==> config.mk <==
export PLATFORM = sky130hd
export DESIGN_NAME = csp_clock_source
export DESIGN_NICKNAME = d
export VERILOG_FILES = /design/src/hdl/csp_pkg.sv /design/src/hdl/csp_clk_chan.sv /design/src/hdl/csp_clock_source.sv /design/src/hdl/csp_pll.sv
export SDC_FILE = /design/constraint.sdc
export NUM_CORES = 1
export LEC_CHECK = 0
export BUFFER_PORTS_ARGS = -buffer_cell sky130_fd_sc_hd__buf_2
export CORE_ASPECT_RATIO = 1.25
export CORE_UTILIZATION = 46
export CTS_BUF_LIST = sky130_fd_sc_hd__clkbuf_8
export DETAILED_ROUTE_END_ITERATION = 8
export GPL_ROUTABILITY_DRIVEN = 1
export GPL_TIMING_DRIVEN = 0
export HOLD_SLACK_MARGIN = 0.08
export PLACE_DENSITY = 0.66
export SLEW_MARGIN = 20
export SYNTH_ARGS = -nofsm -noshare
export SYNTH_HDL_FRONTEND = slang
export SYNTH_SLANG_ARGS = --single-unit
==> constraint.sdc <==
create_clock -name clk_i -period 5.23 [get_ports clk_i]
set_clock_uncertainty 0.05 [all_clocks]
set_input_delay 0.523 -clock clk_i [delete_from_list [all_inputs] [get_ports clk_i]]
set_output_delay 0.523 -clock clk_i [all_outputs]
set_load 0.1 [all_outputs]
==> src/hdl/csp_pkg.sv <==
// constants shared by the clock source, pll and prescaler channel logic
// assumes every source clock reaches the block as a one-cycle tick synchronous to clk_i
// Function
// ext_osc_clock comes from crystal ticks or a user clock, software selectable
// internal rc clock is made on chip at 8 MHz, no outside parts
// pll reference is chosen between ext_osc_clock and rc clock by software
// pll output rate is input rate times feedback divider over reference and post dividers
// feedback divider is a 6-bit unsigned binary value
// reference divider is a 6-bit unsigned binary value
// pll_post_div is 2 bits: high bit factor four, low bit factor two
// every generated clock selects pll, rc or ext_osc_clock on its own; random_gen_clock has no selector here, pll only
// every generated clock has its own prescaler set on its own; random_gen_clock has no prescaler here
// system, converter, sync serial and uart clocks divide by 1, 2, 4 or 8
// timers, pwm, rtc and watchdog clocks divide by 1 up to 128
// random_gen_clock is the pll output only, no selector or prescaler
// converter and random generator clocks stop while the processor sleeps
// pll bypass passes its input clock straight through
// clock configuration survives system reset, cleared only by power reset
// select and prescale changes never shorten or glitch a generated clock
package csp_pkg;

  // rates used to build the rc oscillator from clk_i
  localparam int CLK_FREQ_KHZ = 125000;
  localparam int RC_FREQ_KHZ = 8000;

  // source select encoding of each generated clock
  localparam logic [1:0] SEL_PLL = 2'h0;
  localparam logic [1:0] SEL_RC = 2'h1;
  localparam logic [1:0] SEL_OSC = 2'h2;
  localparam logic [1:0] SEL_OFF = 2'h3;

  // pll reference select encoding
  localparam logic PLL_REF_OSC = 1'h0;
  localparam logic PLL_REF_RC = 1'h1;

  // field widths
  localparam int PLL_DIV_W = 6;
  localparam int PLL_POST_W = 2;
  localparam int NARROW_PRE_W = 2;
  localparam int WIDE_PRE_W = 3;

  // channel groups: narrow = sys, converter, sync serial, uart
  localparam int NUM_NARROW = 4;
  localparam int NUM_WIDE = 12;
  localparam int CH_SYS = 0;
  localparam int CH_CONV = 1;
  localparam int CH_SSP = 2;
  localparam int CH_UART = 3;
  // wide group: timer0, timer1, pwm0..7, rtc, watchdog
  localparam int CH_TIM0 = 0;
  localparam int CH_TIM1 = 1;
  localparam int CH_PWM0 = 2;
  localparam int NUM_PWM = 8;
  localparam int CH_RTC = 10;
  localparam int CH_WDOG = 11;

  // power reset values of the configuration
  localparam logic [1:0] SEL_RST = SEL_RC;
  localparam logic [2:0] PRE_RST = 3'h0;
  localparam logic PLL_REF_RST = PLL_REF_RC;
  localparam logic PLL_BYPASS_RST = 1'h1;
  localparam logic [5:0] PLL_M_RST = 6'h01;
  localparam logic [5:0] PLL_N_RST = 6'h01;
  localparam logic [1:0] PLL_POST_RST = 2'h0;
  localparam logic OSC_USER_RST = 1'h0;

endpackage : csp_pkg

==> src/hdl/csp_clk_chan.sv <==
// one generated clock: three-way source select followed by a power-of-two prescaler
// assumes source ticks are one-cycle strobes on clk_i; settings are held until a period boundary
`timescale 1ns/10ps
module csp_clk_chan
  import csp_pkg::*;
#(
  parameter int PRE_W = 3
) (
  // clock and reset
  input wire logic clk_i,
  input wire logic rst_i,
  // sources: bit 0 pll, bit 1 rc, bit 2 ext osc
  input wire logic [2:0] src_ticks_i,
  // settings
  input wire logic [1:0] sel_i,
  input wire logic [PRE_W-1:0] pre_i,
  input wire logic gate_i,
  // output
  output logic tick_o
);

  localparam int CNT_W = (1 << PRE_W) - 1;

  logic [1:0] act_sel_q;
  logic [PRE_W-1:0] act_pre_q;
  logic [CNT_W-1:0] cnt_q;
  logic [CNT_W-1:0] term;
  logic src;
  logic wrap;
  logic load;

  // source mux; the off code simply gives no ticks
  always_comb begin
    unique case (act_sel_q)
      SEL_PLL: src = src_ticks_i[0];
      SEL_RC: src = src_ticks_i[1];
      SEL_OSC: src = src_ticks_i[2];
      SEL_OFF: src = 1'b0;
    endcase
  end

  assign term = CNT_W'((32'd1 << act_pre_q) - 32'd1);
  assign wrap = src && (cnt_q == term);
  // new settings only at a period end or while idle at zero, so no short period
  assign load = wrap || ((cnt_q == '0) && !src);

  // active settings follow the requested ones at safe points
  always_ff @(posedge clk_i) begin
    if (rst_i) begin
      act_sel_q <= SEL_RST;
      act_pre_q <= PRE_W'(PRE_RST);
    end else if (load) begin
      act_sel_q <= sel_i;
      act_pre_q <= pre_i;
    end
  end

  // prescaler counter over selected source ticks
  always_ff @(posedge clk_i) begin
    if (rst_i || wrap) begin
      cnt_q <= '0;
    end else if (src) begin
      cnt_q <= cnt_q + CNT_W'(1);
    end
  end

  // one output tick per full period; gating hides whole ticks only
  always_ff @(posedge clk_i) begin
    if (rst_i) begin
      tick_o <= 1'b0;
    end else begin
      tick_o <= wrap && !gate_i;
    end
  end

endmodule // csp_clk_chan

==> src/hdl/csp_clock_source.sv <==
// clock source, pll and per-consumer prescaler block; every clock leaves as a tick on clk_i
// assumes crystal and user clock ticks arrive synchronous; srst_i is power reset, sys_rst_i system reset
`timescale 1ns/10ps
module csp_clock_source
  import csp_pkg::*;
#(
  parameter int NARROW_N = NUM_NARROW,
  parameter int WIDE_N = NUM_WIDE
) (
  // clock and resets
  input wire logic clk_i,
  input wire logic srst_i,
  input wire logic sys_rst_i,
  // external oscillator sources
  input wire logic xtal_tick_i,
  input wire logic user_clk_tick_i,
  // configuration, captured on cfg_wr_i
  input wire logic cfg_wr_i,
  input wire logic osc_user_sel_i,
  input wire logic pll_ref_sel_i,
  input wire logic pll_bypass_i,
  input wire logic [PLL_DIV_W-1:0] pll_fb_div_i,
  input wire logic [PLL_DIV_W-1:0] pll_ref_div_i,
  input wire logic [PLL_POST_W-1:0] pll_post_div_i,
  input wire logic [NARROW_N-1:0][1:0] narrow_sel_i,
  input wire logic [NARROW_N-1:0][NARROW_PRE_W-1:0] narrow_pre_i,
  input wire logic [WIDE_N-1:0][1:0] wide_sel_i,
  input wire logic [WIDE_N-1:0][WIDE_PRE_W-1:0] wide_pre_i,
  // processor state
  input wire logic sleep_i,
  // base clocks
  output logic ext_osc_clock_o,
  output logic rc_clock_o,
  output logic pll_output_o,
  // generated clocks
  output logic sys_clock_o,
  output logic converter_clock_o,
  output logic sync_serial_clock_o,
  output logic uart_clock_o,
  output logic timer0_clock_o,
  output logic timer1_clock_o,
  output logic [NUM_PWM-1:0] pwm_clocks_o,
  output logic rtc_clock_o,
  output logic watchdog_clock_o,
  output logic random_gen_clock_o
);

  localparam int RC_ACC_W = $clog2(CLK_FREQ_KHZ) + 1;
  localparam logic [RC_ACC_W-1:0] RC_STEP = RC_ACC_W'(RC_FREQ_KHZ);
  localparam logic [RC_ACC_W-1:0] RC_MOD = RC_ACC_W'(CLK_FREQ_KHZ);

  // configuration registers, power reset only
  logic osc_user_q;
  logic pll_ref_q;
  logic pll_bypass_q;
  logic [PLL_DIV_W-1:0] pll_m_q;
  logic [PLL_DIV_W-1:0] pll_n_q;
  logic [PLL_POST_W-1:0] pll_post_q;
  logic [NARROW_N-1:0][1:0] narrow_sel_q;
  logic [NARROW_N-1:0][NARROW_PRE_W-1:0] narrow_pre_q;
  logic [WIDE_N-1:0][1:0] wide_sel_q;
  logic [WIDE_N-1:0][WIDE_PRE_W-1:0] wide_pre_q;

  logic [RC_ACC_W-1:0] rc_acc_q;
  logic [RC_ACC_W-1:0] rc_sum;
  logic rc_wrap;
  logic pll_ref_tick;
  logic pll_tick;
  logic run_rst;
  logic [2:0] src_ticks;
  logic [NARROW_N-1:0] narrow_ticks;
  logic [WIDE_N-1:0] wide_ticks;
  logic [NARROW_N-1:0] narrow_gate;

  // counters and ticks restart on either reset; settings do not
  assign run_rst = srst_i || sys_rst_i;

  // settings ignore sys_rst_i so software clocks survive a system reset
  always_ff @(posedge clk_i) begin
    if (srst_i) begin
      osc_user_q <= OSC_USER_RST;
      pll_ref_q <= PLL_REF_RST;
      pll_bypass_q <= PLL_BYPASS_RST;
      pll_m_q <= PLL_M_RST;
      pll_n_q <= PLL_N_RST;
      pll_post_q <= PLL_POST_RST;
      narrow_sel_q <= {NARROW_N{SEL_RST}};
      narrow_pre_q <= {NARROW_N{NARROW_PRE_W'(PRE_RST)}};
      wide_sel_q <= {WIDE_N{SEL_RST}};
      wide_pre_q <= {WIDE_N{WIDE_PRE_W'(PRE_RST)}};
    end else if (cfg_wr_i) begin
      osc_user_q <= osc_user_sel_i;
      pll_ref_q <= pll_ref_sel_i;
      pll_bypass_q <= pll_bypass_i;
      pll_m_q <= pll_fb_div_i;
      pll_n_q <= pll_ref_div_i;
      pll_post_q <= pll_post_div_i;
      narrow_sel_q <= narrow_sel_i;
      narrow_pre_q <= narrow_pre_i;
      wide_sel_q <= wide_sel_i;
      wide_pre_q <= wide_pre_i;
    end
  end

  // external oscillator clock: crystal or user clock
  always_ff @(posedge clk_i) begin
    if (run_rst) begin
      ext_osc_clock_o <= 1'b0;
    end else begin
      ext_osc_clock_o <= osc_user_q ? user_clk_tick_i : xtal_tick_i;
    end
  end

  // rc oscillator: fractional divider of clk_i, average rate exact, jitter one cycle
  assign rc_sum = rc_acc_q + RC_STEP;
  assign rc_wrap = rc_sum >= RC_MOD;

  always_ff @(posedge clk_i) begin
    if (run_rst) begin
      rc_acc_q <= '0;
      rc_clock_o <= 1'b0;
    end else begin
      rc_acc_q <= rc_wrap ? rc_sum - RC_MOD : rc_sum;
      rc_clock_o <= rc_wrap;
    end
  end

  // pll reference mux
  assign pll_ref_tick = (pll_ref_q == PLL_REF_RC) ? rc_clock_o : ext_osc_clock_o;

  csp_pll u_pll (
    .clk_i(clk_i),
    .rst_i(run_rst),
    .ref_tick_i(pll_ref_tick),
    .bypass_i(pll_bypass_q),
    .fb_div_i(pll_m_q),
    .ref_div_i(pll_n_q),
    .post_div_i(pll_post_q),
    .out_tick_o(pll_tick)
  );

  assign pll_output_o = pll_tick;
  assign src_ticks = {ext_osc_clock_o, rc_clock_o, pll_tick};

  // sleep stops the converter clock only in the narrow group
  always_comb begin
    narrow_gate = '0;
    narrow_gate[CH_CONV] = sleep_i;
  end

  // four-ratio channels
  for (genvar gi = 0; gi < NARROW_N; gi++) begin : g_narrow
    csp_clk_chan #(
      .PRE_W(NARROW_PRE_W)
    ) u_chan (
      .clk_i(clk_i),
      .rst_i(run_rst),
      .src_ticks_i(src_ticks),
      .sel_i(narrow_sel_q[gi]),
      .pre_i(narrow_pre_q[gi]),
      .gate_i(narrow_gate[gi]),
      .tick_o(narrow_ticks[gi])
    );
  end

  // eight-ratio channels
  for (genvar gj = 0; gj < WIDE_N; gj++) begin : g_wide
    csp_clk_chan #(
      .PRE_W(WIDE_PRE_W)
    ) u_chan (
      .clk_i(clk_i),
      .rst_i(run_rst),
      .src_ticks_i(src_ticks),
      .sel_i(wide_sel_q[gj]),
      .pre_i(wide_pre_q[gj]),
      .gate_i(1'b0),
      .tick_o(wide_ticks[gj])
    );
  end

  // named outputs from the channel banks
  assign sys_clock_o = narrow_ticks[CH_SYS];
  assign converter_clock_o = narrow_ticks[CH_CONV];
  assign sync_serial_clock_o = narrow_ticks[CH_SSP];
  assign uart_clock_o = narrow_ticks[CH_UART];
  assign timer0_clock_o = wide_ticks[CH_TIM0];
  assign timer1_clock_o = wide_ticks[CH_TIM1];
  assign pwm_clocks_o = wide_ticks[CH_PWM0 +: NUM_PWM];
  assign rtc_clock_o = wide_ticks[CH_RTC];
  assign watchdog_clock_o = wide_ticks[CH_WDOG];

  // random generator clock: pll only, registered so the sleep gate cannot glitch it
  always_ff @(posedge clk_i) begin
    if (run_rst) begin
      random_gen_clock_o <= 1'b0;
    end else begin
      random_gen_clock_o <= pll_tick && !sleep_i;
    end
  end

endmodule // csp_clock_source

==> src/hdl/csp_pll.sv <==
// digital rate multiplier standing in for the pll: input ticks in, output ticks out
// assumes the output rate stays at or below clk_i; a faster request saturates at one tick per cycle
`timescale 1ns/10ps
module csp_pll
  import csp_pkg::*;
(
  // clock and reset
  input wire logic clk_i,
  input wire logic rst_i,
  // reference and settings
  input wire logic ref_tick_i,
  input wire logic bypass_i,
  input wire logic [PLL_DIV_W-1:0] fb_div_i,
  input wire logic [PLL_DIV_W-1:0] ref_div_i,
  input wire logic [PLL_POST_W-1:0] post_div_i,
  // output
  output logic out_tick_o
);

  localparam int ACC_W = PLL_DIV_W + 4;

  logic [ACC_W-1:0] acc_q;
  logic [ACC_W-1:0] acc_add;
  logic [ACC_W-1:0] thresh;
  logic emit;

  // denominator: reference divider shifted left by the two-bit post divider field
  assign thresh = ACC_W'(ref_div_i) << post_div_i;
  assign acc_add = ref_tick_i ? ACC_W'(fb_div_i) : '0;
  // a zero divider stops the output instead of dividing by zero
  assign emit = (thresh != '0) && (fb_div_i != '0) && ((acc_q + acc_add) >= thresh);

  // accumulate m per input tick, give back n*od per output tick
  always_ff @(posedge clk_i) begin
    if (rst_i || bypass_i) begin
      acc_q <= '0;
    end else if (emit) begin
      acc_q <= acc_q + acc_add - thresh;
    end else begin
      acc_q <= acc_q + acc_add;
    end
  end

  // bypass hands the reference through one cycle late
  always_ff @(posedge clk_i) begin
    if (rst_i) begin
      out_tick_o <= 1'b0;
    end else if (bypass_i) begin
      out_tick_o <= ref_tick_i;
    end else begin
      out_tick_o <= emit;
    end
  end

endmodule // csp_pll

==> After elaboration in Yosys (flattened, before gate mapping) <==
Index checks and enable logic that the tools add are counted.
{ "word_totals": {"output_inout_bits": 20, "word_cells": 370, "input_bits": 100, "reg_bits": 313} }
{ "op_classes": {"n_eq_ne": 64, "n_lt_le_gt_ge": 2, "shifts": 17, "reduce_logical": 121, "muxes": 22, "n_addsub": 36} }
{ "op_table": {"columns": ["operator", "n"], "rows": [
  ["$add A7 B1 Y7 const B", 12],
  ["$eq A7 B7 Y1", 12],
  ["$logic_not A7 Y1", 12],
  ["$shl A1 B3 Y7 const A", 12],
  ["$sub A7 B1 Y7 const B", 12],
  ["$eq A2 B2 Y1 const B", 32],
  ["$pmux W1 S4", 16],
  ["$logic_and A1 B1 Y1", 36],
  ["$logic_or A1 B1 Y1", 34],
  ["$eq A2 B1 Y1 const B", 16],
  ["$logic_not A2 Y1", 16],
  ["$add A18 B13 Y18 const B", 1],
  ["$ge A18 B17 Y1 const B", 1],
  ["$mux W18", 1],
  ["$sub A18 B17 Y18 const B", 1],
  ["$logic_not A1 Y1", 17],
  ["$add A3 B1 Y3 const B", 4],
  ["$eq A3 B3 Y1", 4],
  ["$logic_not A3 Y1", 4],
  ["$shl A1 B2 Y3 const A", 4],
  ["$sub A3 B1 Y3 const B", 4],
  ["$add A10 B10 Y10", 1],
  ["$ge A10 B10 Y1", 1],
  ["$mux W10", 1],
  ["6 further kinds", 8]
]} }

==> Longest topological paths before layout <==
Gate-level depths: netlist of run 1.
{ "depth": {"ltp_word": 6, "depth_mapped": 20, "mapped_depth_nobuf": 17} }

==> Modules after synthesis <==
A second synthesis of run 1 with hierarchy kept.
{ "unflattened": {"cells_unflattened": 1945, "area_unflattened_um2": 17485.5} }
{ "by_module_without_submodules": {"columns": ["mod", "cells_per_inst", "area_per_inst_um2", "n_inst", "seq_area_each_um2"], "rows": [
  ["csp_clk_chan at g_wide[0].u_chan ...", 89, 757.0, 12, 260.2],
  ["csp_clock_source", 455, 4603.2, 1, 2222.1],
  ["csp_clk_chan at g_narrow[0].u_chan ...", 62, 594.3, 4, 160.2],
  ["csp_pll", 174, 1421.4, 1, 220.2]
]} }

==> Worst setup path before layout of run 1 <==
Ideal clock, no wire load.
{ "synth_timing": {"path_kind": "reg2reg", "startpoint": "register rc_clock_o", "endpoint": "register u_pll.acc_q[7]", "required_time_ns": 5.053, "period_less_slack_ns": 4.685, "stages_incl_launch_ff": 19, "t_arrival_ns": 4.508, "slack_ns": 0.545, "path_cell_list": "dfxtp_1 -> buf_2 -> buf_2 -> mux2i_1 -> nor2b_1 -> ha_1 -> fa_1 -> a211oi_1 -> nor2_1 -> o21a_1 -> nor2_1 -> xnor2_1 -> ha_1 -> nand4_1 -> o21a_1 -> maj3_1 -> a21oi_2 -> buf_2 -> o21ai_0"} }
{ "synth_via": {"elab_chain_cells": 6} }
{ "synth_lines": {"columns": ["item", "line_no", "text"], "rows": [
  ["start: declaration", "csp_clock_source.sv:33", "output logic rc_clock_o,"],
  ["start signal: assignment", "csp_clock_source.sv:124", "rc_clock_o <= rc_wrap;"],
  ["$mux W1 *", "csp_clock_source.sv:129", "assign pll_ref_tick = (pll_ref_q == PLL_REF_RC) ? rc_clock_o : ext_osc_clock_o;"],
  ["$mux W6 *", "csp_pll.sv:29", "assign acc_add = ref_tick_i ? ACC_W'(fb_div_i) : '0;"],
  ["$add A10 B10 Y10 *", "csp_pll.sv:31, csp_pll.sv:38, csp_pll.sv:40", null],
  ["$ge A10 B10 Y1", "csp_pll.sv:31", "assign emit = (thresh != '0) && (fb_div_i != '0) && ((acc_q + acc_add) >= thresh);"],
  ["$logic_and A1 B1 Y1", "csp_pll.sv:31", null],
  ["$mux W10 *", "csp_pll.sv:37", "end else if (emit) begin"],
  ["end signal: assignment", "csp_pll.sv:38", "acc_q <= acc_q + acc_add - thresh;"],
  ["end signal: assignment", "csp_pll.sv:40", "acc_q <= acc_q + acc_add;"],
  ["end: declaration", "csp_pll.sv:22", "logic [ACC_W-1:0] acc_q;"]
]} }
Mark *: on every way between the ends. The rest lies on a longest branch, timed or not.
A chain may end at the register's enable or synchronous reset.

==> Final worst setup path of run 1 <==
{ "layout_timing": {"startpoint": "register rc_clock_o", "endpoint": "register u_pll.acc_q[3]"} }
The elaborated chain is that of the path after synthesis.

==> run_results.csv, run 1 <==
group,metric,value,unit
timing,finalSetupViolations,0,
critical_path,start_kind,"flip-flop",
placed_design,dp.cells,2456,
yosys,syn_area,16500,um^2
timing,finalCriticalPeriod,4.79,ns
critical_path,crit_slowest_cell,"fa_1",
timing,max_freq,0.209,GHz
critical_path,worst-endpoint-arrival,5.27,ns
timing,period_share,91.7,%
yosys,synth.distinct_cells,73,
timing,fin_setup_tns,0,ns
placed_design,place.gp.congestion,0.856,
timing,slew_headroom,26.5,%
route,wl_per_cell,15.9,um
route,vias,13600,
global_routing,grt-ovfl-total,0,
die,pin_count,120,
yosys,synth_cells,1864,
critical_path,worstPathRequired,5.71,ns
die,rows,77,
pwr,leakage,7.81,nW
route,drc_errors,0,
critical_path,cp_slowest_stage_delay,0.44,ns
yosys,synth-seq-area-share,37.7,%
global_routing,grt_pass1_wl,65.9,mm
critical_path,crit_chain,"buf_2 > buf_2 > mux2i_4 > nor2b_1 > ha_1 > fa_1 > a211oi_2 > nor2_1 > o21a_1 > nor2_1 > xnor2_1 > ha_1 > nand4_1 > o21a_1 > maj3_1 > a21oi_2 > buf_2 > nand3_1 > o21ai_0",
timing,worst_pin_slew,1.10,ns
timing,timing.final.hold_violations,0,
die,die_w,171,um
clocking,cts_tree,"done",
yosys,avgSynthCellArea,8.83,um^2
yosys,async_reset_ff_share,0,%
timing,grt_setup_unrepaired,"no",
critical_path,cp-end-kind,"flip-flop",
critical_path,crit_top_cell,"buf_2",
clocking,cts_buffer_depth,3,
route,routed_wl,40.8,mm
pwr,seqPwrFrac,45.8,%
global_routing,grt_pass1_vias,13100,
route,via_per_inst,5.28,
pwr,clkPwrFrac,43.5,%
global_routing,grt.total_usage,22.6,%
timing,slew_violations,0,
yosys,synth_seq_cells,310,
layout,syn2layout_area_growth,15.6,%
yosys,synth_nets,2028,
clocking,cts_buffers,52,
clocking,cts_setup_buffers,0,
placed_design,place_hpwl,29.4,mm
route,drtIter0Drc,654,
die,coreArea,35400,um^2
critical_path,worstPathMaxFanout,10,
die,die_h,214,um
clocking,numClockSinks,310,
yosys,ys.flop_type,"dfxtp_1",
pwr,p_comb_share,10.7,%
global_routing,antenna_found_initial,1,
route,firstDrtPassIters,5,
global_routing,grt_max_degree,14,
placed_design,numPortBuffers,118,
layout,final_core_util,53.8,%
yosys,ys_warn_count,0,
pwr,cellPowerDensity,283,nW/um^2
critical_path,path_class,"reg -> reg",
pwr,switching_share,25.7,%
pwr,max-vdd-ir-drop,0.259,mV
yosys,synth_edf_count,0,
pwr,power.total,5.39,mW
clocking,ctsHtreeMaxLevel,2,
hold_path,min_path_type,"in -> reg",
pwr,p_int,4.00,mW
pwr,power_switching,1.39,mW
job,cap_violations,0,
clocking,clk_pin_slew,0.07,ns
clocking,root_buffer,"clkbuf_8",
layout,instances_no_fill,2573,
layout,nNetsFinal,2221,
clocking,clkLatencyLatePin,0.61,ns
die,dieArea,36600,um^2
route,ant_nets,0,
status,status,"completed",
layout,final_layout_size_suffix_gt1_share,12.3,%
die,start_util,46.6,%
state kept, by name (all words and copies together) (netlist names), 10 cells and up:
register                 cells
g_wide.u_chan.act_sel_q     24
u_pll.acc_q                 10
wide_sel_q                  24
g_wide.u_chan.tick_o        12
g_narrow.u_chan.cnt_q       12
wide_pre_q                  36
rc_acc_q                    15
g_wide.u_chan.act_pre_q     36
g_wide.u_chan.cnt_q         84
area by class of cell:
cell class / instances / area [um^2]
fillers: 3325 / 16300
multi-input cells: 1415 / 9700
flip-flops and latches: 310 / 6210
clock buffers: 73 / 1000
repair buffers: 139 / 801
well taps: 474 / 593
plain buffers: 95 / 417
inverters: 44 / 165
clock inverters: 22 / 149
diodes: 1 / 2.50
final timing paths:
check / from / end / cells after the start / slack [ns]
worst max-delay path: rc_clock_o / u_pll.acc_q[3] / 19 / 0.44
worst min-delay path: pll_fb_div_i[3] / pll_m_q[3] / 3 / 0.11
worst min register to register: wide_sel_q[22] / wide_sel_q[22] / 2 / 0.42
worst max register to register: rc_clock_o / u_pll.acc_q[3] / 19 / 0.44
power groups by stage:
stage	Combinational [mW]	Sequential (mW)	Clock, mW
3_3_place_gp	0.544	2.52	0
2_1_floorplan	0.399	2.51	0
4_1_cts	0.574	2.47	2.40
3_5_place_dp	0.559	2.52	0
6_report	0.575	2.47	2.35
5_1_grt	0.633	2.48	2.51
cell families (layout without fill, tap and decap cells):
group,Yosys count,after routing,share of synthesized area (%)
fa+ha+maj,65,65,5.02
compound gates,209,209,8.75
flops,310,310,37.7
other cells,0,1,0
mux,208,208,12.7
buf+inv,139,373,3.53
xor+xnor,187,187,9.95
simple gates,746,746,22.3
worst max-delay path: cells and delay by family (launching register included):
kind | cells | cell delay, ns
simple gates | 5 | 0.53
xor+xnor | 1 | 0.11
flops | 1 | 0.33
compound gates | 5 | 1.20
fa+ha+maj | 4 | 1.45
mux | 1 | 0.29
buf+inv | 3 | 0.76
synthesized netlist by cell type (all sizes together) (4+ instances only):
library cell	instances	area, um^2
dfxtp	310	6210
and4	13	114
o21bai	12	90.1
a21boi	13	97.6
nand3b	18	135
nand3	30	150
and2	12	75.1
or4	13	97.6
o21a	5	37.5
inv	44	165
clkbuf	65	245
ha	62	776
nor3	34	170
nor2b	22	138
or3	39	244
o21ai	73	365
o211ai	5	37.5
nor4	4	40.0
nor3b	33	248
and3	8	50.1
or2	6	37.5
a211oi	6	45.0
a21oi	42	214
a2111oi	12	186
xnor2	84	736
mux2i	206	2070
xor2	103	902
a21o	5	37.5
nand4	30	188
nand2b	22	138
buf	30	170
nand2	125	477
nor4b	12	111
o2bb2ai	12	105
nor2	317	1190
per-stage QoR:
step / cell area [um^2] / hold WS (ns) / setup WS (ns)
2_1_floorplan: 16500 / 0.391 / 0.545
3_3_place_gp: 17600 / 0.401 / 0.112
3_5_place_dp: 17700 / 0.409 / -0.00275
4_1_cts: 19000 / 0.0803 / 0.134
5_1_grt: 19000 / 0.0988 / 0.0374
6_report: 19000 / 0.109 / 0.436
metal layers:
metal	GRT usage, %	part of all wire (%)
met1	28.0	44
met2	38.4	47
met3	3.53	4.7
met4	10.7	4.4
met5	0	0
timing repair:
item                       in CTS  in global routing
hold buffers                   21                  0
hold endpoints to repair       21                  0
gates resized for setup         1                  2
setup endpoints to repair       6                  8
layout by cell type (no fill, tap or decap), types with 13 or more instances in the layout:
cell type / instances
nand3_1: 30
or4_1: 13
o21ai_1: 22
nand2_1: 124
inv_1: 56
buf_2: 129
nor3b_1: 33
xor2_1: 103
a21boi_0: 13
a21oi_1: 41
and4_1: 13
clkbuf_8: 73
nand2b_1: 22
mux2i_1: 204
xnor2_1: 84
nor3_1: 34
or3_1: 39
clkbuf_1: 64
dlygate4sd3_1: 21
ha_1: 62
nor2b_1: 22
nand4_1: 30
dfxtp_1: 310
nor2_1: 316
nand3b_1: 18
o21ai_0: 51
(Power assumes the default switching activity.)
==> run 2, diff against run 1 <==
ABC_AREA = 1   (was not set)
HOLD_SLACK_MARGIN = 0.03   (was 0.08)
TNS_END_PERCENT = 100   (was not set)
==> run 2 against run 1 <==
Against the previous run:
- power shrank 1.9%
- via count grew 15%
- largest cell class unchanged
- register-to-register slack gained 0.22 ns
- non-clock buffer count shrank 55
- final cell count grew 19%
- critical path type unchanged
==> run_results.csv, run 2 <==
group,metric,value,unit
pwr,p_int,3.85,mW
layout,most-common-layout-cells,"nand2_1 (526), nor2_1 (402), dfxtp_1 (310)",
clocking,clkLatencyLatePin,0.60,ns
hold_path,min_path_type,"in -> reg",
critical_path,path_buf_inv,3,
route,routed_wl,45.1,mm
critical_path,start_kind,"flip-flop",
yosys,async_reset_ff_share,0,%
global_routing,grt_pass1_wl,73.1,mm
yosys,synth_top_cell_area_share,37.6,%
route,vias,15700,
die,die_h,214,um
critical_path,cp-end-kind,"flip-flop",
critical_path,path_class,"reg -> reg",
global_routing,grt_max_degree,13,
timing,finalSetupViolations,0,
die,coreArea,35400,um^2
critical_path,worstPathRequired,5.70,ns
placed_design,place_hpwl,33.3,mm
clocking,root_buffer,"clkbuf_8",
timing,worst_slack,0.655,ns
yosys,synth_area_leader_cell,"dfxtp_1",
global_routing,grt.total_usage,25.3,%
critical_path,crit_family,"compound AO/OA/AOI/OAI gates",
timing,slew_violations,0,
placed_design,place.gp.congestion,0.894,
global_routing,grt.met1_usage,30.1,%
layout,largest_reg_flops,84,
yosys,avgSynthCellArea,6.93,um^2
pwr,clkPwrFrac,41.1,%
layout,final_core_util,52.9,%
yosys,yosys.cell_count.top_type,"nand2_1",
layout,final_layout_size_suffix_gt1_share,11.0,%
yosys,synth_common_cells,"nand2_1 (526), nor2_1 (402), dfxtp_1 (310)",
die,die_w,171,um
pwr,switching_share,27.2,%
yosys,syn_area,16500,um^2
yosys,synth-seq-area-share,37.6,%
placed_design,numPortBuffers,118,
global_routing,busiest_layer,"met2",
pwr,cellPowerDensity,283,nW/um^2
route,via_per_inst,5.12,
clocking,cts_tree,"done",
yosys,synth_nets,2542,
layout,layout_commonest_cell,"nand2_1",
clocking,cts_setup_buffers,0,
critical_path,crit_top_cell,"nand2_1",
pwr,leakage,8.23,nW
yosys,synth_seq_cells,310,
clocking,numClockSinks,310,
pwr,seqPwrFrac,47.1,%
layout,syn2layout_area_growth,13.5,%
clocking,cts_buffers,50,
global_routing,grtUsageMet2,43.6,%
global_routing,antenna_found_initial,2,
global_routing,grt_pass1_vias,15100,
global_routing,grt-ovfl-total,0,
clocking,ctsHtreeMaxLevel,2,
global_routing,use_met3,4.49,%
clocking,cts-resized-gates,0,
timing,grt_setup_unrepaired,"no",
timing,max_freq,0.219,GHz
placed_design,dp.cells,2970,
layout,nNetsFinal,2712,
timing,timing.final.hold_violations,0,
route,firstDrtPassIters,5,
critical_path,worst-endpoint-arrival,5.04,ns
timing,period_share,87.5,%
timing,finalCriticalPeriod,4.58,ns
die,rows,77,
layout,instances_no_fill,3060,
layout,top_regs,"g_wide.u_chan.cnt_q (84), g_wide.u_chan.act_pre_q (36), wide_pre_q (36)",
critical_path,cp_slowest_stage_delay,0.53,ns
clocking,cts_buffer_depth,3,
clocking,cts_hold_buf,0,
timing,worst_hold_slack,0.0746,ns
route,ant_nets,0,
pwr,power_switching,1.44,mW
yosys,synth.distinct_cells,47,
route,drtIter0Drc,856,
pwr,power.total,5.29,mW
clocking,clk_pin_slew,0.07,ns
status,status,"completed",
placed_design,dpl_worst_slack,0.699,ns
yosys,synth_cells,2378,
pwr,max-vdd-ir-drop,0.167,mV
route,drc_errors,0,
timing,worst_pin_slew,1.08,ns
critical_path,crit_chain,"inv_1 > buf_2 > nor2_1 > a21oi_1 > nor2_1 > ha_1 > a21oi_1 > nand2_1 > a21oi_1 > o21ai_0 > xor2_1 > ha_1 > nand2_1 > nor2_1 > nand2_1 > nand3_1 > a21oi_1 > nand2_1 > nand2_1 > nand2_1 > nand2_1 > buf_4 > o21ai_0 > nor2_1",
die,start_util,46.6,%
pwr,p_comb_share,11.8,%
critical_path,rrSetupSlack,0.65,ns
layout,largest-register,"g_wide.u_chan.cnt_q",
critical_path,crit_slowest_cell,"a21oi_1",
yosys,ys.flop_type,"dfxtp_1",
timing,slew_headroom,27.9,%
die,pin_count,120,
die,dieArea,36600,um^2
yosys,synth_area_leaders,"dfxtp_1 (38%), nand2_1 (12%), nor2_1 (9.2%)",
timing,fin_setup_tns,0,ns
layout,fin_area,18700,um^2
yosys,ys_warn_count,0,
critical_path,worstPathMaxFanout,10,
job,cap_violations,0,
route,wl_per_cell,14.7,um
yosys,synth_edf_count,0,
placed_design,place_area,17700,um^2
## run 2: cell types whose count changed in the layout (fill, tap and decap cells not counted), moves of 29 or more
cell,before,now
o21ai_0,51,164
nor2_1,316,402
or3_1,39,0
mux2i_1,204,0
xnor2_1,84,35
nand3_1,30,139
inv_1,56,239
xor2_1,103,74
nand2_1,124,526
a21oi_1,41,133
## run 2: power groups by stage
stage               clock network, mW  registers (mW)  logic [mW]
floorplan                           0            2.53       0.439
global placement                    0            2.54       0.607
detailed placement                  0            2.54       0.620
CTS                              2.22            2.49       0.623
global route                     2.34            2.50       0.706
finish                           2.17            2.49       0.624
## run 2: final timing paths
check / start / to / cells past startpoint
max: ext_osc_clock_o / u_pll.acc_q[4] / 24
min: sleep_i / random_gen_clock_o / 2
max reg2reg: ext_osc_clock_o / u_pll.acc_q[4] / 24
min reg2reg: wide_pre_q[10] / g_wide[3].u_chan.act_pre_q[1] / 2
## run 2: area by class of cell
cell class | count | area, um^2
Fill cell | 3535 | 16600
Clock buffer | 64 | 881
Multi-Input combinational cell | 1772 | 9090
Clock inverter | 25 | 159
Buffer | 61 | 302
Tap cell | 474 | 593
Inverter | 235 | 885
Antenna cell | 1 | 2.50
Timing Repair Buffer | 118 | 591
Sequential cell | 310 | 6210
## run 2: kinds of logic (layout without fill, tap and decap cells)
family | after synthesis | after routing | share of synthesized area [%]
AND/OR/NAND/NOR | 1248 | 1248 | 32.9
AO/OA/AOI/OAI | 349 | 349 | 11.3
flip-flops | 310 | 310 | 37.6
buffers and inverters | 296 | 503 | 7.19
XOR/XNOR | 111 | 111 | 5.99
adder cells (fa/ha/maj) | 64 | 64 | 4.95
other | 0 | 1 | 0
## run 2: layer usage
layer | vias up | share of wire, %
met4 | 2 | 5.0
met3 | 131 | 5.4
met1 | 7122 | 43
met5 | - | 0.033
li1 | 8046 | -
met2 | 372 | 47
